`config.mk`:
```
export PLATFORM = sky130hd
export DESIGN_NAME = rcid_decoder
export DESIGN_NICKNAME = d
export VERILOG_FILES = /design/src/rcid_pkg.sv /design/src/rcid_decoder.sv /design/src/rcid_hold_timer.sv
export SDC_FILE = /design/constraint.sdc
export NUM_CORES = 1
export LEC_CHECK = 0
export BUFFER_PORTS_ARGS = -buffer_cell sky130_fd_sc_hd__buf_2
export CAP_MARGIN = 25
export CORE_MARGIN = 3
export CORE_UTILIZATION = 65
export CTS_BUF_LIST = sky130_fd_sc_hd__clkbuf_8
export CTS_CLUSTER_DIAMETER = 50
export DETAILED_ROUTE_END_ITERATION = 10
export PLACE_DENSITY = 0.83
export SLEW_MARGIN = 20
export SYNTH_ARGS = -nofsm -noshare
export SYNTH_HDL_FRONTEND = slang
export SYNTH_SLANG_ARGS = --single-unit
export TNS_END_PERCENT = 20
```
`constraint.sdc`:
```
create_clock -name clk -period 4.9 [get_ports clk]
set_clock_uncertainty 0.1 [all_clocks]
set_input_delay 0.735 -clock clk [delete_from_list [all_inputs] [get_ports clk]]
set_output_delay 0.735 -clock clk [all_outputs]
set_load 0.05 [all_outputs]
```
`src/rcid_pkg.sv`:
```
// Shared constants and carrier types for the run command input decoder
package rcid_pkg;

    // Wiring scheme codes
    localparam logic [1:0] SCHEME_TWO_WIRE   = 2'h0;
    localparam logic [1:0] SCHEME_THREE_WIRE = 2'h1;

    // Two-wire style codes
    localparam logic [1:0] STYLE_LEVEL       = 2'h0;
    localparam logic [1:0] STYLE_TRANSITION  = 2'h1;
    localparam logic [1:0] STYLE_FORWARD_WIN = 2'h2;

    // Input polarity codes
    localparam logic [1:0] POL_POSITIVE      = 2'h0;
    localparam logic [1:0] POL_NEG_INTERNAL  = 2'h1;
    localparam logic [1:0] POL_NEG_EXTERNAL  = 2'h2;

    // Factory defaults
    localparam logic [1:0] DEF_SCHEME        = SCHEME_TWO_WIRE;
    localparam logic [1:0] DEF_STYLE         = STYLE_TRANSITION;
    localparam logic [1:0] DEF_POLARITY      = POL_POSITIVE;

    // Hold time of the confirm key
    localparam int         CLK_HZ            = 125000000;
    localparam int         HOLD_MS           = 2000;
    localparam int         HOLD_CYCLES       = (CLK_HZ / 1000) * HOLD_MS;

    typedef enum logic [1:0] {
        RCID_STOP    = 2'b00,
        RCID_RUN_FWD = 2'b01,
        RCID_RUN_REV = 2'b10
    } rcid_run_e;

    // Settings carried between the keypad logic and the decoder
    typedef struct packed {
        logic [1:0] scheme;
        logic [1:0] style;
        logic [1:0] polarity;
    } rcid_cfg_s;

    // Decoded commands
    typedef struct packed {
        logic run_fwd;
        logic run_rev;
        logic stop;
    } rcid_cmd_s;

endpackage : rcid_pkg

```
`src/rcid_decoder.sv`:
```
// Run command input decoder: two-wire and three-wire control of run/stop
`timescale 1ns/10ps
module rcid_decoder #(
    parameter int HOLD_CYCLES = rcid_pkg::HOLD_CYCLES
) (
    // Clock, reset, enable
    input  wire logic              clk,
    input  wire logic              rst,
    input  wire logic              ce,
    // Logic input pins: first_logic_input is forward (two-wire) or stop (three-wire), the second is forward in three-wire only
    input  wire logic              first_logic_input,
    input  wire logic              second_logic_input,
    input  wire logic              reverse_input,
    // Keypad settings
    input  wire logic              confirm_key,
    input  wire logic [1:0]        scheme_request,
    input  wire logic              style_write,
    input  wire logic [1:0]        style_request,
    input  wire logic              polarity_write,
    input  wire logic [1:0]        polarity_request,
    // Settings and state visible to the keypad
    output rcid_pkg::rcid_cfg_s    active_cfg,
    output logic [1:0]             stored_polarity,
    output logic                   style_visible,
    output logic                   assignments_reset,
    // Commands
    output rcid_pkg::rcid_cmd_s    cmd,
    output rcid_pkg::rcid_run_e    run_state
);

    if (HOLD_CYCLES < 2)
    begin : g_hold_check
        $error("HOLD_CYCLES must be at least 2");
    end

    typedef struct packed {
        logic [2:0]          sync1;
        logic [2:0]          sync2;
        logic [2:0]          prev;
        logic                armed;
        rcid_pkg::rcid_cfg_s cfg;
        logic [1:0]          pol_store;
        logic                asg_reset;
        rcid_pkg::rcid_cmd_s cmd;
        rcid_pkg::rcid_run_e run;
    } rcid_state_s;

    rcid_state_s st;
    rcid_state_s next_st;
    logic        hold_done;
    logic [2:0]  lvl;
    logic [2:0]  rise;
    logic        fwd_in;
    logic        rev_in;
    logic        stop_in;
    logic        neg_pol;
    logic        scheme_change;
    logic        arm_two;
    rcid_pkg::rcid_run_e run_three;
    rcid_pkg::rcid_run_e run_two;

    ////////////////////////////////////////////////////////////////////////
    // Keypad hold timer for the scheme setting; only a legal scheme that
    // differs from the current one arms it
    assign scheme_change = confirm_key && (scheme_request != st.cfg.scheme) &&
                           (scheme_request <= rcid_pkg::SCHEME_THREE_WIRE);

    rcid_hold_timer #(
        .HOLD_CYCLES (HOLD_CYCLES)
    ) u_hold (
        .clk         (clk),
        .rst         (rst),
        .ce          (ce),
        .key_held    (scheme_change),
        .hold_done   (hold_done)
    );

    ////////////////////////////////////////////////////////////////////////
    // Polarity is applied after the synchroniser; bit 0 is first_logic_input
    assign neg_pol = (st.cfg.polarity != rcid_pkg::POL_POSITIVE);

    for (genvar i = 0; i < $bits(lvl); i++)
    begin : g_input
        assign lvl[i]  = st.sync2[i] ^ neg_pol;
        assign rise[i] = lvl[i] & ~st.prev[i];
    end

    // Three-wire reads forward from the second pin, two-wire from the first
    assign fwd_in  = (st.cfg.scheme == rcid_pkg::SCHEME_THREE_WIRE) ? lvl[1] : lvl[0];
    assign rev_in  = lvl[2];
    assign stop_in = lvl[0];

    ////////////////////////////////////////////////////////////////////////
    // Three-wire: the stop input must stand at 1 before any run is accepted
    always_comb
    begin
        run_three = st.run;
        // A stop edge wins over a simultaneous run edge, for safety
        if (rise[0] || !stop_in)
            run_three = rcid_pkg::RCID_STOP;
        else if (rise[1])
            run_three = rcid_pkg::RCID_RUN_FWD;
        else if (rise[2])
            run_three = rcid_pkg::RCID_RUN_REV;
    end

    ////////////////////////////////////////////////////////////////////////
    // Two-wire: level, transition and forward-wins styles
    always_comb
    begin
        run_two = st.run;
        arm_two = st.armed;
        case (st.cfg.style)
            rcid_pkg::STYLE_LEVEL:
                run_two = fwd_in ? rcid_pkg::RCID_RUN_FWD :
                          rev_in ? rcid_pkg::RCID_RUN_REV : rcid_pkg::RCID_STOP;
            rcid_pkg::STYLE_TRANSITION:
            begin
                // Standing level after restart needs a release before a start
                if (!fwd_in && !rev_in)
                    arm_two = 1'b1;
                if (!fwd_in && !rev_in)
                    run_two = rcid_pkg::RCID_STOP;
                else if (st.run == rcid_pkg::RCID_STOP && st.armed)
                    run_two = (rise[0] ? rcid_pkg::RCID_RUN_FWD :
                               rise[2] ? rcid_pkg::RCID_RUN_REV :
                               rcid_pkg::RCID_STOP);
                else if (st.run == rcid_pkg::RCID_RUN_FWD && !fwd_in)
                    run_two = rcid_pkg::RCID_STOP;
                else if (st.run == rcid_pkg::RCID_RUN_REV && !rev_in)
                    run_two = rcid_pkg::RCID_STOP;
            end
            rcid_pkg::STYLE_FORWARD_WIN:
                // Forward is tested first, so it wins when both stand at 1
                run_two = fwd_in ? rcid_pkg::RCID_RUN_FWD :
                          rev_in ? rcid_pkg::RCID_RUN_REV : rcid_pkg::RCID_STOP;
            default:
                run_two = rcid_pkg::RCID_STOP;
        endcase
        // Level style: both asserted is contradictory, so stop
        if (st.cfg.style == rcid_pkg::STYLE_LEVEL && fwd_in && rev_in)
            run_two = rcid_pkg::RCID_STOP;
    end

    ////////////////////////////////////////////////////////////////////////
    // Next state: synchroniser, settings and the decision of the active scheme
    always_comb
    begin
        next_st           = st;
        next_st.sync1     = {reverse_input, second_logic_input, first_logic_input};
        next_st.sync2     = st.sync1;
        next_st.prev      = lvl;
        next_st.asg_reset = 1'b0;
        // Stored only; takes effect at the next restart
        if (polarity_write)
            next_st.pol_store = polarity_request;
        // Style edits ignored unless two-wire
        if (style_write && st.cfg.scheme == rcid_pkg::SCHEME_TWO_WIRE)
            next_st.cfg.style = style_request;
        if (hold_done)
        begin
            // New scheme starts stopped, with style and assignments at defaults
            next_st.cfg.scheme = scheme_request;
            next_st.cfg.style  = rcid_pkg::DEF_STYLE;
            next_st.asg_reset  = 1'b1;
            next_st.run        = rcid_pkg::RCID_STOP;
            next_st.armed      = 1'b0;
        end
        else if (st.cfg.scheme == rcid_pkg::SCHEME_THREE_WIRE)
            next_st.run = run_three;
        else
        begin
            next_st.run   = run_two;
            next_st.armed = arm_two;
        end
        // Command outputs are registered copies of the decision
        next_st.cmd.run_fwd = (next_st.run == rcid_pkg::RCID_RUN_FWD);
        next_st.cmd.run_rev = (next_st.run == rcid_pkg::RCID_RUN_REV);
        next_st.cmd.stop    = (next_st.run == rcid_pkg::RCID_STOP);
    end

    ////////////////////////////////////////////////////////////////////////
    // Reset is the restart: stored polarity becomes active only here.
    // The synchroniser keeps sampling through reset and the last level reads
    // as all ones, so a level already standing at release is never an edge.
    always_ff @(posedge clk)
    begin
        if (rst)
        begin
            st              <= '0;
            st.sync1        <= {reverse_input, second_logic_input, first_logic_input};
            st.sync2        <= st.sync1;
            st.prev         <= '1;
            st.cfg.scheme   <= rcid_pkg::DEF_SCHEME;
            st.cfg.style    <= rcid_pkg::DEF_STYLE;
            st.cfg.polarity <= st.pol_store;
            st.pol_store    <= st.pol_store;
            st.cmd.stop     <= 1'b1;
            st.run          <= rcid_pkg::RCID_STOP;
        end
        else if (ce)
            st <= next_st;
    end

    assign active_cfg        = st.cfg;
    assign stored_polarity   = st.pol_store;
    assign style_visible     = (st.cfg.scheme == rcid_pkg::SCHEME_TWO_WIRE);
    assign assignments_reset = st.asg_reset;
    assign cmd               = st.cmd;
    assign run_state         = st.run;

endmodule : rcid_decoder

```
`src/rcid_hold_timer.sv`:
```
// Confirm key hold timer: one pulse after the key is held long enough
`timescale 1ns/10ps
module rcid_hold_timer #(
    parameter int HOLD_CYCLES = rcid_pkg::HOLD_CYCLES
) (
    // Clock, reset and enable
    input  wire logic clk,
    input  wire logic rst,
    input  wire logic ce,
    // Key
    input  wire logic key_held,
    output logic      hold_done
);

    if (HOLD_CYCLES < 2)
    begin : g_hold_check
        $error("HOLD_CYCLES must be at least 2");
    end

    typedef struct packed {
        logic [31:0] count;
        logic        fired;
        logic        done;
    } rcid_hold_s;

    rcid_hold_s st;
    rcid_hold_s next_st;

    ////////////////////////////////////////////////////////////////////////
    // Counts only while held; release restarts, so short presses never fire
    always_comb
    begin
        next_st      = st;
        next_st.done = 1'b0;
        if (!key_held)
        begin
            next_st.count = 32'h0;
            next_st.fired = 1'b0;
        end
        else if (!st.fired)
        begin
            if (st.count == 32'(HOLD_CYCLES - 1))
            begin
                next_st.done  = 1'b1;
                next_st.fired = 1'b1;
            end
            else
                next_st.count = st.count + 32'h1;
        end
    end

    always_ff @(posedge clk)
    begin
        if (rst)
            st <= '0;
        else if (ce)
            st <= next_st;
    end

    assign hold_done = st.done;

endmodule : rcid_hold_timer

```
; ---- Word-level counts from Yosys, hierarchy flattened
; Index checks and enable logic that the tools add are counted.
[totals]
in_bits = 15
regBits = 58
output_inout_bits = 15
[op_classes]
n_reduce_logical = 28
bitwise_logic = 10
muxes = 31
n_lt_le_gt_ge = 1
eq_ne = 12
add_sub_neg = 1
[op_table]
columns = operator, n
row1 = 24-bit 2-to-1 mux, 2
row2 = 2-bit 2-to-1 mux, 17
row3 = 34-bit 2-to-1 mux, 1
row4 = 33-bit 2-to-1 mux, 1
row5 = 32-bit by 1-bit adder with 32-bit output (second input constant), 1
row6 = 32-bit by 28-bit equality test with 1-bit output (second input constant), 1
row7 = 32-bit 2-to-1 mux, 1
row8 = 2-bit nonzero test, 5
row9 = 1-bit logical AND, 9
row10 = 2-bit by 1-bit equality test with 1-bit output (second input constant), 4
row11 = 2-bit zero test, 4
row12 = 1-bit 2-to-1 mux, 7
row13 = 2-bit equality test (second input constant), 3
row14 = 3-bit AND reduction, 2
row15 = 4-bit 2-to-1 mux, 1
row16 = 2-bit != test (second input constant), 2
row17 = 1-bit NOT, 4
row18 = 2-bit case mux with 2 select lines, 1
row19 = 2-bit AND reduction, 2
row20 = 4-bit AND reduction, 1
row21 = 1-bit AND, 3
row22 = 1-bit zero test, 3
row23 = 1-bit XOR, 3
row24 = 2-bit by 1-bit <= comparator with 1-bit output (second input constant), 1
row25 = 4 further kinds, 4

; ---- Longest topological paths before layout
[depth]
word_depth = 15
mapped_depth = 8

; ---- Cells and area by module
; Synthesis repeated with hierarchy kept, for this count alone.
[hier_totals]
hier_cells = 412
area_unflattened_um2 = 3422.0
[by_module_without_submodules]
columns = module, instances, cells_each, area_each_um2, seq_area_each_um2
row1 = rcid_hold_timer, 1, 264, 2055.7, 680.7
row2 = rcid_decoder, 1, 148, 1366.3, 580.6

; ---- Worst setup path after synthesis
; OpenSTA, ideal clock, no wires.
[synth_path]
path_kind = input to register
start = input port scheme_request[0]
end = register u_hold.st[31] (netlist bit)
required_time_ps = 4672
setup_slack_ps = 2540
arrival_time_ps = 2133
cell_stages = 8
cell_sequence = xor2_1 -> o21a_1 -> buf_6 -> a2111o_1 -> buf_6 -> nor3_2 -> xnor2_1 -> nor2_1
[synth_between]
elab_chain_len = 5
word_cells_on_any_way = 8
[synth_rtl]
columns = item, line
row1 = start: declaration, rcid_decoder.sv:16  ; input wire logic [1:0] scheme_request,
row2 = 2-bit != test, rcid_decoder.sv:65  ; assign scheme_change = confirm_key && (scheme_request != st.cfg.scheme) &&
row3 = 1-bit logical AND, rcid_decoder.sv:65
row4 = 1-bit logical AND *, rcid_decoder.sv:65
row5 = 2-bit != test (no line), n/a
row6 = 3-bit AND reduction (no line), n/a
row7 = end signal: assignment, rcid_hold_timer.sv:57  ; st <= next_st;
row8 = end: declaration, rcid_hold_timer.sv:26  ; rcid_hold_s st;
; Every way passes the cells marked *; elsewhere a longest branch is shown, timed or not.
; A chain may end at the register's enable or synchronous reset.

; ---- Worst setup path after layout
[layout_path]
start = input port scheme_request[0]
end = register u_hold.st[29] (netlist bit)
; Same word-level chain as after synthesis.

==> summary.txt <==
Synthesis
  • Sequential fraction of the synthesis area: 0.408
  • Post-synth top area share: 0.311
  • Syn Area/Cell: 8.65 µm²
  • Mapped Cells: 357
  • Synth async-reset ratio: 0
  • Syn. warnings: 0
  • Ys flop type: dfxtp_1
  • Cell variety after synth: 57
  • Post-Syn Area: 3090 µm²
  • Flops & latches, synth: 58
  • Syn nets: 373
  • Top post-synthesis cells by area: dfxtp_1 31%, edfxtp_1 9.7%, nor2_1 4.9%
  • EDFF count, synth: 10
  • Leading area contributor after synthesis: dfxtp_1

Global route
  • Initial antenna violation count: 0
  • Largest net degree at the start of global routing: 28
  • Total track usage: 0.248
  • First-pass GRT wire length: 10800 µm
  • Total gr overflow: 0
  • Number of global-route vias before repair: 2374

Placement
  • Dpl hpwl: 4530 µm
  • I/O Buffers: 29
  • Placer Congestion: 0.872

Run status
  • Status: finished, final reports clean

Floorplan
  • Core area: 4470 µm²
  • Num rows: 24
  • Die Y: 74.9 µm
  • Top-level I/O count: 30
  • Full die area: 5620 µm²
  • Die extent in x: 74.9 µm
  • Starting density of the core: 0.690

Final layout
  • Fillers: 349
  • Layout net count: 386
  • Area of the multi-input gates: 1620 µm²
  • Commonest cells after routing, fill and taps aside: 48 x dfxtp_1, 40 x nor2_1, 37 x nand2_1, 29 x buf_2, 21 x a21oi_1
  • Layout cells sized above 1: 0.155
  • Area growth syn-to-layout: 6.68%
  • Ant. Diodes: 0
  • Sequential Area: 1260 µm²
  • Post-layout util: 0.737
  • Most common cell after layout, fill and taps aside: dfxtp_1

Setup path
  • Required time of the critical path: 4.99 ns
  • CP max-delay cell: a2111o_1
  • Worst-path cell chain: buf_2, xor2_1, o21a_1, a2111o_1, nor4_1, xnor2_1, nor2_1
  • CP Max Fanout: 16
  • Crit path DAT: 2.55 ns
  • CP max stage delay: 0.68 ns
  • Worst Setup Path Type: input port to flip-flop
  • Worst R2R Start: u_hold.st[12]
  • R2R depth: 6
  • Critical path capture point type: flip-flop
  • Reg2Reg Setup Slack: 2.48 ns
  • Reg2reg end: u_hold.st[28]
  • CP Launch Type: input port

Timing
  • Maximum clock frequency: 406 MHz
  • Final Max Tran Viols: 0
  • Final setup fails: 0
  • Worst rel slew slack: 0.400
  • Final Critical Period: 2.47 ns
  • Final setup TNS: 0 ns
  • Period utilization: 0.503
  • Worst-Margin Slew: 0.898 ns
  • RSZ-0062 raised after global routing: no
  • Final hold vios: 0

Clock network
  • Clock Path Buffers: 2
  • Cts bufs inserted: 9
  • Post-CTS sizing: 0
  • Htree depth: 3
  • Post-CTS setup buffers: 0
  • Clock-pin slew on the worst setup and hold paths: 0.06 ns
  • Clock Latency Late Sink: 0.33 ns
  • CTS root buf: clkbuf_8
  • Clk sinks: 58
  • CTS Hold Buffers Added: 0
  • CTS tree: yes

Power
  • Comb power frac: 0.101
  • Leakage: 1.20 nW
  • Internal power: 0.000736 W
  • Pwr dens: 301 nW/µm²
  • Peak supply drop: 0.000215 V
  • Seq pwr share: 0.523
  • Switching pwr: 0.000255 W
  • Clock power frac: 0.376
  • Net Sw Frac: 0.257

Drt
  • Drt total wl: 6680 µm
  • Starting DRC count in detailed routing: 185
  • Drt wl/cell: 15.7 µm
  • DR DRC count: 0
  • Routed via count: 2693
  • Vias per cell: 6.32
  • Pre-Repair DR Iteration Count: 5
  • DRT antenna net count: 0

Flow run
  • Max cap viols: 0

Worst hold path
  • Hold EP: cmd[1]
  • Hold path start: cmd[1]
  • Hold crit path type: flip-flop to flip-flop
  • Hold Crit Depth: 1
final cells by class:
| type | instances | share of cell area |
|---|---|---|
| clock inverters | 4 | 0.00456 |
| flip-flops and latches | 58 | 0.383 |
| repair buffers | 29 | 0.0440 |
| well taps | 52 | 0.0197 |
| inverters | 10 | 0.0114 |
| clock buffers | 11 | 0.0459 |
| multi-input cells | 262 | 0.492 |
per-stage QoR:
stage	power (W)	setup WS (ns)	hold slack [ns]	std cells	area [µm²]
after floorplan	0.000607	2.54	0.343	357	3090
after global placement	0.000623	2.21	0.356	411	3130
after detailed placement	0.000627	2.14	0.356	411	3130
after CTS	0.000992	2.47	0.375	426	3300
after global routing	0.00103	2.29	0.392	426	3300
final	0.000991	2.43	0.377	426	3300
cells in the mapped netlist, types with 7 or more instances:
master / number
a211oi_1: 9
a21oi_1: 21
buf_4: 14
clkbuf_1: 10
dfxtp_1: 48
edfxtp_1: 10
inv_1: 10
nand2_1: 37
nand2b_1: 7
nand3_1: 16
nor2_1: 40
nor2b_1: 8
o21ai_0: 15
xnor2_1: 16
critical path, delay by kind of cell:
family	cells	cell delay (ns)
compound gates	2	0.99
buf+inv	1	0.11
xor+xnor	2	0.30
simple gates	2	0.42
worst max path at each step:
stage | start | end | cells after the start
6_report | scheme_request[0] | u_hold.st[29] | 7
5_1_grt | scheme_request[0] | u_hold.st[28] | 7
4_1_cts | scheme_request[0] | u_hold.st[28] | 7
3_5_place_dp | scheme_request[0] | u_hold.st[28] | 7
3_3_place_gp | scheme_request[0] | u_hold.st[33] | 7
2_1_floorplan | scheme_request[0] | u_hold.st[31] | 8
per-layer routing:
metal | up-vias | GRT usage | part of all wire
met5 | - | 0 | 0
met4 | 0 | 0.115 | 0.015
met3 | 14 | 0.0507 | 0.070
met2 | 112 | 0.358 | 0.44
met1 | 1265 | 0.355 | 0.47
li1 | 1302 | - | -
kinds of logic after synthesis:
logic type      share of synthesized area
simple gates                        0.262
compound gates                      0.181
flops                               0.408
buf+inv                            0.0672
xor+xnor                           0.0539
mux                                0.0231
fa+ha+maj                         0.00405
flip-flops by register name, summed over array words and instances, names as in the netlist:
register / flops
assignments_reset: 1
stored_polarity: 2
u_hold.st: 33
st: 7
active_cfg: 6
next_st: 3
u_hold.hold_done: 1
run_state: 2
cmd: 3
power by group through the flow:
stage / Combinational [W] / Sequential (W) / Clock (W)
global route: 0.000111 / 0.000520 / 0.000398
finish: 0.000100 / 0.000518 / 0.000373
global placement: 0.0000965 / 0.000526 / 0
detailed placement: 0.0000994 / 0.000527 / 0
CTS: 0.000100 / 0.000517 / 0.000375
floorplan: 0.0000866 / 0.000520 / 0
Power figures use the tool's default switching activity.
